===== src/core/dcdm_consts.svh =====
`ifndef DCDM_CONSTS_SVH
`define DCDM_CONSTS_SVH
// Command line codes {ras_n, cas_n, we_n}
`define DCDM_CMD_ACT 3'h3
`define DCDM_CMD_PRE 3'h2
`define DCDM_CMD_RD 3'h5
`define DCDM_CMD_WR 3'h4
`define DCDM_CMD_MRS 3'h0
`define DCDM_CMD_REF 3'h1
`define DCDM_CMD_BST 3'h6
`define DCDM_CMD_NOP 3'h7
// Mode register field positions, and the auto-precharge address bit
`define DCDM_BL_LSB 0
`define DCDM_BT_BIT 3
`define DCDM_CL_LSB 4
`define DCDM_TM_LSB 7
`define DCDM_AP_BIT 10
// Burst length codes
`define DCDM_BL2 3'h1
`define DCDM_BL4 3'h2
`define DCDM_BL8 3'h3
// Read latency codes, latency kept in half clocks
`define DCDM_CL2 3'h2
`define DCDM_CL3 3'h3
`define DCDM_CL25 3'h6
`define DCDM_HALF_CL2 4'h4
`define DCDM_HALF_CL3 4'h6
`define DCDM_HALF_CL25 4'h5
// Mode load wait, in clocks
`define DCDM_MODE_LOAD_WAIT_CLK 2
`define DCDM_MODE_RESET 12'h000
`define DCDM_EXT_RESET 2'h0
`endif


===== src/core/dcdm_pkg.sv =====
package dcdm_pkg;
  typedef enum logic [3:0] {
    DCDM_OP_NONE, DCDM_OP_ACT, DCDM_OP_PRE, DCDM_OP_PREA, DCDM_OP_RD,
    DCDM_OP_WR, DCDM_OP_MRS, DCDM_OP_EXTENDED_MODE_LOAD_COMMAND, DCDM_OP_BST, DCDM_OP_REF,
    DCDM_OP_SREF, DCDM_OP_EXIT, DCDM_OP_PDN
  } dcdm_op_t;
  typedef enum logic [1:0] {
    DCDM_PWR_RUN, DCDM_PWR_SELF, DCDM_PWR_PRE_PD, DCDM_PWR_ACT_PD
  } dcdm_pwr_t;
  typedef struct packed {
    logic cs_n;
    logic ras_n;
    logic cas_n;
    logic we_n;
    logic cke;
    logic [1:0] ba;
    logic [11:0] addr;
    logic [1:0] dm;
  } dcdm_cmd_t;
  typedef struct packed {
    logic [1:0] ba;
    logic [2:0] test_mode;
    logic [2:0] latency;
    logic interleave;
    logic [2:0] burst_len;
  } dcdm_mode_t;
endpackage


===== src/core/dcdm_burst_seq.sv =====
`timescale 1ns/1ps
`default_nettype none
`include "dcdm_consts.svh"
module dcdm_burst_seq
  import dcdm_pkg::*;
(
  // Clock and reset
  input wire logic clk,
  input wire logic rst_b,
  // Control
  input wire logic start,
  input wire logic stop,
  input wire logic [2:0] start_col,
  input wire logic [2:0] len_code,
  input wire logic interleave,
  // Burst order
  output logic active,
  output logic [2:0] col_offset,
  output logic last
);
  logic [2:0] count;
  logic [2:0] base;
  logic [2:0] mask;
  logic [2:0] len_mask;
  logic interleave_q;
  assign len_mask = (len_code == `DCDM_BL8) ? 3'h7 :
                    (len_code == `DCDM_BL4) ? 3'h3 : 3'h1;
  // Sequential adds and wraps in the block, interleaved XORs
  wire [2:0] seq_off = (base & ~mask) | ((base + count) & mask);
  wire [2:0] int_off = (base & ~mask) | ((base ^ count) & mask);
  assign col_offset = interleave_q ? int_off : seq_off;
  assign last = active && (count == mask);
  always_ff @(posedge clk or negedge rst_b) begin
    if (!rst_b) begin
      active <= 1'b0;
      count <= 3'h0;
      base <= 3'h0;
      mask <= 3'h0;
      interleave_q <= 1'b0;
    end else if (start) begin
      active <= 1'b1;
      count <= 3'h0;
      base <= start_col;
      mask <= len_mask;
      interleave_q <= interleave;
    end else if (stop || last) begin
      active <= 1'b0;
      count <= 3'h0;
    end else if (active) begin
      count <= count + 3'h1;
    end
  end
endmodule
`default_nettype wire


===== src/core/dcdm_bank_state.sv =====
`timescale 1ns/1ps
`default_nettype none
module dcdm_bank_state (
  // Clock and reset
  input wire logic clk,
  input wire logic rst_b,
  // Bank events
  input wire logic open_bank,
  input wire logic close_bank,
  // State
  output logic is_open
);
  always_ff @(posedge clk or negedge rst_b) begin
    if (!rst_b) begin
      is_open <= 1'b0;
    end else if (open_bank) begin
      is_open <= 1'b1;
    end else if (close_bank) begin
      is_open <= 1'b0;
    end
  end
endmodule
`default_nettype wire


===== src/core/dcdm_decode.sv =====
`timescale 1ns/1ps
`default_nettype none
`include "dcdm_consts.svh"
module dcdm_decode
  import dcdm_pkg::*;
#(
  parameter int NUM_BANKS = 4,
  parameter int MODE_WAIT = `DCDM_MODE_LOAD_WAIT_CLK
) (
  // Clock and reset
  input wire logic clk,
  input wire logic rst_b,
  // Command pins from the controller
  input wire dcdm_cmd_t cmd_pins,
  // Write data lanes
  input wire logic [15:0] wr_data,
  // Decoded command
  output dcdm_op_t op,
  output logic op_valid,
  output logic [1:0] op_bank,
  output logic [7:0] op_col,
  output logic op_auto_precharge,
  // Bank and power state
  output logic [NUM_BANKS-1:0] bank_open,
  output dcdm_pwr_t power_state,
  output logic auto_refresh,
  // Burst progress
  output logic burst_active,
  output logic [7:0] burst_col,
  output logic burst_is_write,
  // Masked write
  output logic [15:0] wr_accept_data,
  output logic [1:0] wr_byte_en,
  // Mode registers as in effect
  output dcdm_mode_t operating_mode_register,
  output logic [3:0] read_latency_half,
  output logic dll_reset_req,
  output logic test_mode,
  output logic dll_disable,
  output logic weak_drive,
  output logic mode_busy
);
  // Two-flop sync of every pin before decode
  dcdm_cmd_t meta;
  dcdm_cmd_t pins;
  logic cke_prev;
  // Data lanes take the same two flops, so they stay aligned with the masks
  logic [15:0] wr_meta;
  logic [15:0] wr_sync;
  always_ff @(posedge clk or negedge rst_b) begin
    if (!rst_b) begin
      meta <= '1;
      pins <= '1;
      cke_prev <= 1'b1;
      wr_meta <= 16'h0000;
      wr_sync <= 16'h0000;
    end else begin
      meta <= cmd_pins;
      pins <= meta;
      cke_prev <= pins.cke;
      wr_meta <= wr_data;
      wr_sync <= wr_meta;
    end
  end

  wire [2:0] rcw = {pins.ras_n, pins.cas_n, pins.we_n};
  wire sel = !pins.cs_n;
  wire any_open = |bank_open;
  wire ap_bit = pins.addr[`DCDM_AP_BIT];
  wire running = (power_state == DCDM_PWR_RUN);
  wire nop_or_desel = !sel || (rcw == `DCDM_CMD_NOP);
  wire this_open = bank_open[pins.ba];
  logic mode_wait_done;

  // Commands need CKE high in the prior cycle
  wire go = running && cke_prev && sel && mode_wait_done;
  wire is_act = go && (rcw == `DCDM_CMD_ACT) && !this_open;
  wire is_pre = go && (rcw == `DCDM_CMD_PRE);
  wire is_rw = go && this_open &&
               (rcw == `DCDM_CMD_RD || rcw == `DCDM_CMD_WR);
  wire is_mrs = go && (rcw == `DCDM_CMD_MRS) && !any_open &&
                !burst_active;
  wire is_bst = go && (rcw == `DCDM_CMD_BST) && burst_active;
  wire is_ref = go && (rcw == `DCDM_CMD_REF) && !any_open;
  wire is_exit = !running && !cke_prev && pins.cke &&
                 nop_or_desel;
  wire is_pdn = running && cke_prev && !pins.cke && nop_or_desel &&
                mode_wait_done;

  // Decoded-command report
  dcdm_op_t next_op;
  always_comb begin
    next_op = DCDM_OP_NONE;
    if (is_act) next_op = DCDM_OP_ACT;
    else if (is_pre) next_op = ap_bit ? DCDM_OP_PREA : DCDM_OP_PRE;
    else if (is_rw) next_op = (rcw == `DCDM_CMD_RD) ? DCDM_OP_RD : DCDM_OP_WR;
    else if (is_mrs) next_op = pins.ba[0] ? DCDM_OP_EXTENDED_MODE_LOAD_COMMAND : DCDM_OP_MRS;
    else if (is_bst) next_op = DCDM_OP_BST;
    else if (is_ref) next_op = pins.cke ? DCDM_OP_REF : DCDM_OP_SREF;
    else if (is_exit) next_op = DCDM_OP_EXIT;
    else if (is_pdn) next_op = DCDM_OP_PDN;
  end

  // Auto-precharge closes the bank at the burst's end
  logic ap_pending;
  logic [1:0] ap_bank;
  logic burst_last;
  wire ap_fire = ap_pending && (burst_last || is_bst);

  genvar g;
  generate
    for (g = 0; g < NUM_BANKS; g++) begin : g_bank
      wire open_g = is_act && (pins.ba == g);
      wire close_g = (is_pre && (ap_bit || pins.ba == g)) ||
                     (ap_fire && ap_bank == g);
      dcdm_bank_state u_bank (
        .clk(clk),
        .rst_b(rst_b),
        .open_bank(open_g),
        .close_bank(close_g),
        .is_open(bank_open[g])
      );
    end
  endgenerate

  // Mode registers and their wait
  dcdm_mode_t mode;
  logic [1:0] ext_mode;
  logic [1:0] wait_cnt;
  assign mode_wait_done = (wait_cnt == 2'h0);
  wire mrs_load = (next_op == DCDM_OP_MRS) && !pins.ba[1];
  wire extended_mode_load_command_load = (next_op == DCDM_OP_EXTENDED_MODE_LOAD_COMMAND);

  always_ff @(posedge clk or negedge rst_b) begin
    if (!rst_b) begin
      mode <= dcdm_mode_t'(`DCDM_MODE_RESET);
      ext_mode <= `DCDM_EXT_RESET;
      wait_cnt <= 2'h0;
    end else begin
      if (mrs_load) begin
        mode <= {pins.ba, pins.addr[9:7], pins.addr[6:4], pins.addr[3],
                 pins.addr[2:0]};
      end
      if (extended_mode_load_command_load) begin
        ext_mode <= pins.addr[1:0];
      end
      if (mrs_load || extended_mode_load_command_load) begin
        wait_cnt <= 2'(MODE_WAIT - 1);
      end else if (!mode_wait_done) begin
        wait_cnt <= wait_cnt - 2'h1;
      end
    end
  end

  // Burst sequencer
  logic seq_active;
  logic [2:0] seq_off;
  logic [7:0] col_base;
  logic is_write_q;
  dcdm_burst_seq u_seq (
    .clk(clk),
    .rst_b(rst_b),
    .start(is_rw),
    .stop(is_bst),
    .start_col(pins.addr[2:0]),
    .len_code(mode.burst_len),
    .interleave(mode.interleave),
    .active(seq_active),
    .col_offset(seq_off),
    .last(burst_last)
  );

  // Outside a write burst no lane is enabled and the data reads as zero
  wire write_beat = seq_active && is_write_q;
  wire [1:0] next_byte_en = {2{write_beat}} & ~pins.dm;

  // Power and auto-precharge tracking
  dcdm_pwr_t next_pwr;
  always_comb begin
    next_pwr = power_state;
    if (is_exit) next_pwr = DCDM_PWR_RUN;
    else if (is_ref && !pins.cke) next_pwr = DCDM_PWR_SELF;
    else if (is_pdn) next_pwr = any_open ? DCDM_PWR_ACT_PD :
                                           DCDM_PWR_PRE_PD;
  end

  always_ff @(posedge clk or negedge rst_b) begin
    if (!rst_b) begin
      power_state <= DCDM_PWR_RUN;
      ap_pending <= 1'b0;
      ap_bank <= 2'h0;
      col_base <= 8'h00;
      is_write_q <= 1'b0;
    end else begin
      power_state <= next_pwr;
      if (is_rw) begin
        ap_pending <= ap_bit;
        ap_bank <= pins.ba;
        col_base <= pins.addr[7:0];
        is_write_q <= (rcw == `DCDM_CMD_WR);
      end else if (ap_fire) begin
        ap_pending <= 1'b0;
      end
    end
  end

  // Registered outputs
  always_ff @(posedge clk or negedge rst_b) begin
    if (!rst_b) begin
      op <= DCDM_OP_NONE;
      op_valid <= 1'b0;
      op_bank <= 2'h0;
      op_col <= 8'h00;
      op_auto_precharge <= 1'b0;
      auto_refresh <= 1'b0;
      burst_col <= 8'h00;
      wr_accept_data <= 16'h0000;
      wr_byte_en <= 2'h0;
    end else begin
      op <= next_op;
      op_valid <= (next_op != DCDM_OP_NONE);
      op_bank <= pins.ba;
      op_col <= pins.addr[7:0];
      op_auto_precharge <= ap_bit;
      auto_refresh <= is_ref && pins.cke;
      burst_col <= {col_base[7:3], seq_off};
      // Each lane's mask acts alone; masked lanes read as zero
      wr_byte_en <= next_byte_en;
      wr_accept_data <= {next_byte_en[1] ? wr_sync[15:8] : 8'h00,
                         next_byte_en[0] ? wr_sync[7:0] : 8'h00};
    end
  end

  assign burst_active = seq_active;
  assign burst_is_write = is_write_q;
  assign operating_mode_register = mode;
  assign mode_busy = !mode_wait_done;
  assign read_latency_half =
    (mode.latency == `DCDM_CL2) ? `DCDM_HALF_CL2 :
    (mode.latency == `DCDM_CL3) ? `DCDM_HALF_CL3 :
    (mode.latency == `DCDM_CL25) ? `DCDM_HALF_CL25 : 4'h0;
  assign dll_reset_req = mode.test_mode[1] && !mode.test_mode[0];
  assign test_mode = mode.test_mode[0];
  assign dll_disable = ext_mode[0];
  assign weak_drive = ext_mode[1];
endmodule
`default_nettype wire


===== config.mk =====
export PLATFORM = sky130hd
export DESIGN_NAME = dcdm_decode
export DESIGN_NICKNAME = d
export VERILOG_FILES = /design/src/core/dcdm_pkg.sv /design/src/core/dcdm_burst_seq.sv /design/src/core/dcdm_bank_state.sv /design/src/core/dcdm_decode.sv
export VERILOG_INCLUDE_DIRS = /design/src /design/src/core
export SDC_FILE = /design/constraint.sdc
export NUM_CORES = 1
export LEC_CHECK = 0
export BUFFER_PORTS_ARGS = -buffer_cell sky130_fd_sc_hd__buf_2
export CORE_MARGIN = 5
export CORE_UTILIZATION = 40
export CTS_CLUSTER_DIAMETER = 60
export DETAILED_ROUTE_END_ITERATION = 7
export SLEW_MARGIN = 20
export SYNTH_ARGS = -nofsm -noshare
export SYNTH_HDL_FRONTEND = slang
export SYNTH_SLANG_ARGS = --single-unit

===== constraint.sdc =====
create_clock -name clk -period 2.9 [get_ports clk]
set_input_delay 0.58 -clock clk [delete_from_list [all_inputs] [get_ports clk]]
set_output_delay 0.58 -clock clk [all_outputs]
set_load 0.02 [all_outputs]

==> results by group, run 1 <==
STA
  – Max Clk Rate: between 0.4 and 0.5 GHz
  – Post-Route Skew: roughly 5.5 ps
  – Worst Max-Slew Pin Slew: 761.3 ps
  – Final TNS setup: 0 ps
  – RSZ-0062 raised after global routing: no
  – Final Hold Vio Count: 0
  – Period minus WS final: ~2400 ps
  – Relative slew slack: 0.4925
  – Setup violators final: 0
  – Pins over their slew limit: 0
  – Final worst-path cycle share: 0.8323

Global routing
  – Total grt overflow: 0
  – Global-route wire length before repair: 17010 um
  – Vias in the first global route: about 3400
  – Total track usage: 0.1354
  – Largest net degree at the start of global routing: 87
  – Initial antenna violation count: 0

Detailed routing
  – Drt total wl: 9716 um
  – DRC errors left: 0
  – Drt first pass iters: 4
  – DR vias/cell: approximately 4.6
  – Initial DRC count: 133
  – WL per Instance: roughly 15 um
  – Vias: 3025
  – Final antenna-violating net count: 0

Worst setup path
  – Worst Path Required: 3200 ps
  – CP arrival: 2710 ps
  – Max incr delay on CP: 470 ps
  – RR Endpoint: operating_mode_register[2]$_DFFE_PN0P_
  – Crit start category: flop
  – FF-to-FF path depth: 8
  – Cell chain of the critical path: inv_1 -> ha_1 -> or3b_1 -> nor2_4 -> nand3_2 -> nor3_4 -> buf_4 -> mux2_2
  – CP Class: reg -> reg
  – CP endpoint kind: flop
  – CP Max Fanout: 12
  – R2R setup slack: 490 ps
  – CP max-delay cell: or3b_1
  – RR Startpoint: wait_cnt[0]$_DFFE_PN0P_

Job
  – Max_cap viols: 0

Clock network
  – Clock H-tree levels: 4
  – CTS Hold Buffers Added: 0
  – Sink Count: 158
  – CTS Buffer Depth: 2
  – CTS tree: done
  – CTS clk-pin slew, worst paths: about 60 ps
  – TritonCTS Buffers: 17
  – Clk_lat worst skew: 410 ps
  – Root Driver: clkbuf_16
  – Post-CTS resize count: 0
  – Setup Fix Bufs, Post-CTS: 0

Synthesis
  – Synth warnings: 0
  – Synthesized Nets: between 300 and 400
  – Unique cell type count in the Yosys netlist: 51
  – Synthesized cell area: 0.005385 mm2
  – Syn avg cell area: 15.39 um2
  – Register area share after synthesis: 0.7437
  – Async set or reset register ratio after synthesis: 1.000
  – Main flop type after synthesis: dfrtp_1
  – Number of enable flip-flop cells after synthesis: 0
  – Post-synthesis sequential element count: 158
  – Syn Inst Count: 350

Die
  – Placeable Area: 0.01324 mm2
  – Row count: 42
  – Die Y-Extent: ~130 um
  – Full die area: approximately 0.016 mm2
  – # IOs: 111
  – Starting Density: 0.4067
  – Die Wd: approximately 130 um

Pwr
  – Leakage: 0.003381 uW
  – Pwr Density: roughly 820 mW/mm2
  – Maximum vdd drop: around 0.00041 V
  – P_sw: 1314 uW
  – Logic pwr share: 0.109
  – Internal power consumption: roughly 4200 uW
  – Clock Power Share: 0.439
  – Switching part of the total: 0.2362
  – Flop pwr share: 0.452

Placed design
  – Post-DP HPWL: around 6500 um
  – Port buffer count: 108
  – Routability cong.: 0.8119
  – Inst Count DP: 625

Hold path
  – Hold Path Class: in -> async

Finish
  – Commonest non-fill, non-tap cells in the layout: dfrtp_1, buf_2, dfstp_2
  – Area Growth Syn to Fin: 25.58%
  – Final nets: just over 500
  – Fin cells: about 660
  – Most common cell after layout, fill and taps aside: dfrtp_1
  – Share of post-route cells with drive strength above 1: 0.4428
  – Number of diodes: 0
  – Fill count: 1162

Outcome
  – Outcome: finished clean
==> power by group through the flow <==
stage,registers [uW],clock network (uW),logic [uW]
floorplan,2590,0,341
global placement,2540,0,597
detailed placement,2550,0,610
CTS,2520,2510,621
global route,2540,2610,678
finish,2510,2440,607
==> cell type report <==
class	count	area, um2	area share
flip-flops and latches	158	4005	0.5922
multi-input cells	167	1241	0.1835
repair buffers	114	604.3	0.08936
clock buffers	21	440.4	0.06512
well taps	176	220.2	0.03256
clock inverters	11	214.0	0.03164
inverters	10	37.54	0.005550
==> through the flow <==
stage	hold WS [ps]	area (um2)	worst slack, ps	total power [uW]	util
floorplan	284.4	5385	762.8	2933	-
global placement	332.3	6108	555.8	3140	0.4613
detailed placement	334.7	6108	512.8	3163	0.4613
CTS	237.3	6763	459.8	5648	0.5107
global route	238.5	6763	290.4	5831	0.5107
finish	229.1	6763	486.2	5560	0.5107
==> cell usage after synthesis, types with 3 or more instances <==
cell type	number	area, um2
nor3_1	3	15.01
and2_1	18	112.6
buf_4	7	52.55
nand2_1	16	60.06
o21ai_0	12	60.06
clkbuf_1	3	11.26
mux2_4	8	120.1
ha_1	4	50.05
inv_1	10	37.54
dfstp_2	41	1077
nand2b_1	4	25.02
xor2_1	6	52.55
mux2_2	16	180.2
nand4_1	4	25.02
buf_2	3	15.01
dfrtp_1	117	2928
nor2_1	19	71.32
nor2b_1	7	43.79
or4_1	3	22.52
nand3_1	7	35.03
==> worst max path at each step <==
stage                                             endpoint                     from  slack (ps)  depth (start not counted)
finish              operating_mode_register[2]$_DFFE_PN0P_  wait_cnt[0]$_DFFE_PN0P_         490                          8
global placement    operating_mode_register[2]$_DFFE_PN0P_  wait_cnt[0]$_DFFE_PN0P_         560                          8
detailed placement  operating_mode_register[2]$_DFFE_PN0P_  wait_cnt[0]$_DFFE_PN0P_         510                          8
CTS                 operating_mode_register[2]$_DFFE_PN0P_  wait_cnt[0]$_DFFE_PN0P_         460                          8
global route        operating_mode_register[2]$_DFFE_PN0P_  wait_cnt[0]$_DFFE_PN0P_         290                          8
floorplan           operating_mode_register[0]$_DFFE_PN0P_  wait_cnt[0]$_DFFE_PN0P_         760                          8
==> state kept, by name (all words and copies together) (netlist names), 4 cells and up <==
signal / flops
op: 4
operating_mode_register: 12
wr_sync: 16
op_col: 8
g_bank.u_bank.is_open: 4
col_base: 8
meta: 20
pins: 19
wr_accept_data: 16
wr_meta: 16
burst_col: 8
==> cell families (layout without fill, tap and decap cells) <==
| family | count (synthesis) | after routing | synth area share |
|---|---|---|---|
| DFF | 158 | 158 | 0.7437 |
| and+or+nand+nor | 97 | 97 | 0.1064 |
| AOI/OAI and AO/OA | 29 | 29 | 0.03369 |
| muxes | 27 | 27 | 0.06366 |
| buffers and inverters | 25 | 156 | 0.02579 |
| xor gates and xnor gates | 8 | 8 | 0.01301 |
| adders and majority gates | 5 | 5 | 0.01301 |
| other | 1 | 1 | 0.0006964 |
==> critical path, delay by kind of cell (launching register included) <==
| kind | cells | cell delay, ps |
|---|---|---|
| adders and majority gates | 1 | 270 |
| muxes | 1 | 360 |
| and+or+nand+nor | 4 | 950 |
| DFF | 1 | 390 |
| buffers and inverters | 2 | 320 |
==> per-layer routing <==
metal | track usage | up-vias | part of all wire
li1 | - | 1405 | -
met1 | 0.1681 | 1521 | 0.42
met2 | 0.2091 | 84 | 0.49
met3 | 0.05038 | 15 | 0.066
met4 | 0.06814 | 0 | 0.023
met5 | 0 | - | 0
No activity file was read; power rests on OpenSTA's default activity.
==> run 2: changes to the inputs <==
clock period = 2 ns   (was 2.9 ns; I/O delays follow)
==> run 2 against run 1 <==
Compared with the run above: the run now ends with negative setup slack left; critical endpoint unchanged; register-to-register slack worse by 510 ps; via count up 3.8%; cell area up 5.8%; sequential cell count unchanged; die area unchanged; highest routed layer unchanged; critical path depth unchanged; global-route usage up 0.22 points; setup slack worse by 510 ps; sequential power up 44%; largest power group is now the clock network.
==> results by group, run 2 (same netlist as run 1, synthesis figures left out) <==
Outcome
  – Outcome: complete, but fails checks
  – Failing checks: negative setup slack

Die
  – Full die area: 0.01588 mm2 (unchanged)
  – Starting Density: 0.4067 (unchanged)
  – Die Wd: 126.0 um (unchanged)
  – Row count: 42 (unchanged)
  – # IOs: 111 (unchanged)
  – Placeable Area: 0.01324 mm2 (unchanged)
  – Die Y-Extent: 126.0 um (unchanged)

Placed design
  – Post-DP HPWL: 6906 um (+6.2%)
  – Routability cong.: 0.8080 (-0.48%)
  – Placed cell areas: 0.006300 mm2 (+3.1%)
  – Port buffer count: 108 (unchanged)

Worst setup path
  – CP Buf/Inv Count: 2 (unchanged)
  – CP max-delay cell: or3b_4
  – Cell chain of the critical path: inv_2 -> ha_4 -> or3b_4 -> nor2_4 -> nand3_4 -> nor3_4 -> buf_6 -> mux2_4
  – CP Class: reg -> reg
  – Crit start category: flop
  – Worst Path Required: 2300 ps (-900 ps)
  – CP Max Fanout: 6 (-6)
  – Max incr delay on CP: 410 ps (-60 ps)
  – Top delay family on crit path: simple AND/OR/NAND/NOR gates
  – CP arrival: 2320 ps (-390 ps)
  – CP endpoint kind: flop

Global routing
  – Total grt overflow: 0 (unchanged)
  – Global-route wire length before repair: 17130 um (+0.69%)
  – Initial antenna violation count: 0 (unchanged)
  – Total track usage: 0.1377 (+0.002248)
  – Vias in the first global route: 3328 (-1.6%)
  – Largest net degree at the start of global routing: 53 (-39%)

Detailed routing
  – Drt first pass iters: 4 (unchanged)
  – Initial DRC count: 108 (-19%)
  – DR vias/cell: 4.609 (+0.11%)
  – DRC errors left: 0 (unchanged)
  – Final antenna-violating net count: 0 (unchanged)
  – Vias: 3139 (+3.8%)
  – Drt total wl: 10100 um (+3.9%)
  – WL per Instance: 14.83 um (+0.26%)

STA
  – Pins over their slew limit: 0 (unchanged)
  – Final TNS setup: -130.8 ps (-130.8 ps)
  – Max Clk Rate: 0.4939 GHz (+19%)
  – Post-Route Skew: 6.216 ps (+0.7408 ps)
  – RSZ-0062 raised after global routing: yes
  – Final worst setup slack: -24.69 ps (-510.9 ps)
  – Final Hold Vio Count: 0 (unchanged)
  – Worst Max-Slew Pin Slew: 551.2 ps (-210.0 ps)
  – Relative slew slack: 0.6291 (+0.1366)
  – Setup violators final: 8 (+8)
  – Period minus WS final: 2025 ps (-389.1 ps)
  – Final worst-path cycle share: 1.012 (+0.1800)

Finish
  – Commonest non-fill, non-tap cells in the layout: dfrtp_1, buf_2, dfstp_2
  – Number of diodes: 0 (unchanged)
  – Most common cell after layout, fill and taps aside: dfrtp_1
  – Area Growth Syn to Fin: 32.81%
  – Max FFs per register: 20 (unchanged)
  – Largest Register: meta
  – Final nets: 536 (+4.7%)
  – Cell area after layout: 0.007152 mm2 (+5.8%)
  – Share of post-route cells with drive strength above 1: 0.5069 (+0.06410)
  – Biggest regs: meta (20), pins (19)

Pwr
  – Design Power: 8629 uW (+55%)
  – Pwr Density: 1207 mW/mm2 (+47%)
  – Leakage: 0.003588 uW (+6.1%)
  – Maximum vdd drop: 0.0005985 V (+45%)

Clock network
  – TritonCTS Buffers: 17 (unchanged)
  – CTS tree: done
  – Sink Count: 158 (unchanged)
  – CTS clk-pin slew, worst paths: 60 ps (about the same)
  – Clk_lat worst skew: 420 ps (about the same)
  – Root Driver: clkbuf_16
  – CTS Buffer Depth: 2 (unchanged)
  – Clock H-tree levels: 4 (unchanged)

Job
  – Max_cap viols: 0 (unchanged)

Hold path
  – Hold Path Class: in -> reg
==> run 2: cell count changes in the layout (fill, tap and decap cells not counted), moves of 2 or more <==
| cell | change |
|---|---|
| mux2_4 | +2 |
| clkbuf_1 | -4 |
| buf_6 | +2 |
| buf_4 | +19 |
| inv_2 | +2 |
| inv_6 | +2 |
| bufinv_16 | +2 |
| o31ai_1 | -2 |
| inv_1 | -2 |
| clkinvlp_4 | -2 |
| mux2_2 | -2 |
| buf_12 | +2 |
| o31ai_2 | +2 |
==> run 2: where the power goes <==
| part | internal (uW) | leakage (uW) | switching [uW] | total (uW) |
|---|---|---|---|---|
| combinational | 514 | 0.00128 | 630 | 1140 |
| clock | 2630 | 0.000355 | 1240 | 3870 |
| sequential | 3470 | 0.00195 | 143 | 3610 |
==> run 2: path summary, 6_finish.rpt <==
| check | cells after the start | to | from | slack (ps) |
|---|---|---|---|---|
| setup / recovery | 8 | operating_mode_register[2]$_DFFE_PN0P_ | wait_cnt[0]$_DFFE_PN0P_ | -20 |
| hold / removal | 1 | meta[10]$_DFF_PN1_ | cmd_pins[10] | 80 |
| setup reg to reg | 8 | operating_mode_register[2]$_DFFE_PN0P_ | wait_cnt[0]$_DFFE_PN0P_ | -20 |
| hold reg to reg | 0 | wr_sync[4]$_DFF_PN0_ | wr_meta[4]$_DFF_PN0_ | 350 |
| max in group asynchronous | 3 | pins[9]$_DFF_PN1_ | rst_b | 830 |
| min in group asynchronous | 2 | wr_meta[8]$_DFF_PN0_ | rst_b | 490 |
==> run 2: per-stage QoR <==
step           hold slack (ps)  cells  worst slack [ps]    util
4_1_cts                  51.92    681            -70.57  0.5376
3_5_place_dp             334.7    643            -127.0  0.4757
6_report                 75.43    681            -24.69  0.5401
3_3_place_gp             332.5    643            -87.71  0.4757
5_1_grt                  54.32    681            -111.1  0.5401
2_1_floorplan            104.4    350            -59.63       -
==> run 2: per-layer routing <==
layer,vias up,track usage,part of all wire
met5,-,0,0
met4,0,0.06246,0.020
met3,18,0.04869,0.063
met2,84,0.2119,0.48
met1,1579,0.1761,0.43
li1,1458,-,-
==> run 2: what timing repair did <==
action,CTS,global route
hold buffers,1,0
setup endpoints to repair,11,37
gates cloned,1,0
buffers inserted,4,3
resized for setup,8,12
pin swaps,3,4
hold endpoints to repair,38,0
==> run 2: layout make-up <==
class                           count  area (um2)
Tap cell                          176       220.2
Inverter                           10       37.54
Sequential cell                   158        4005
Clock inverter                     14       285.3
Multi-Input combinational cell    167        1345
Timing Repair Buffer              138       819.5
Clock buffer                       18       439.2
Fill cell                        1110        6091
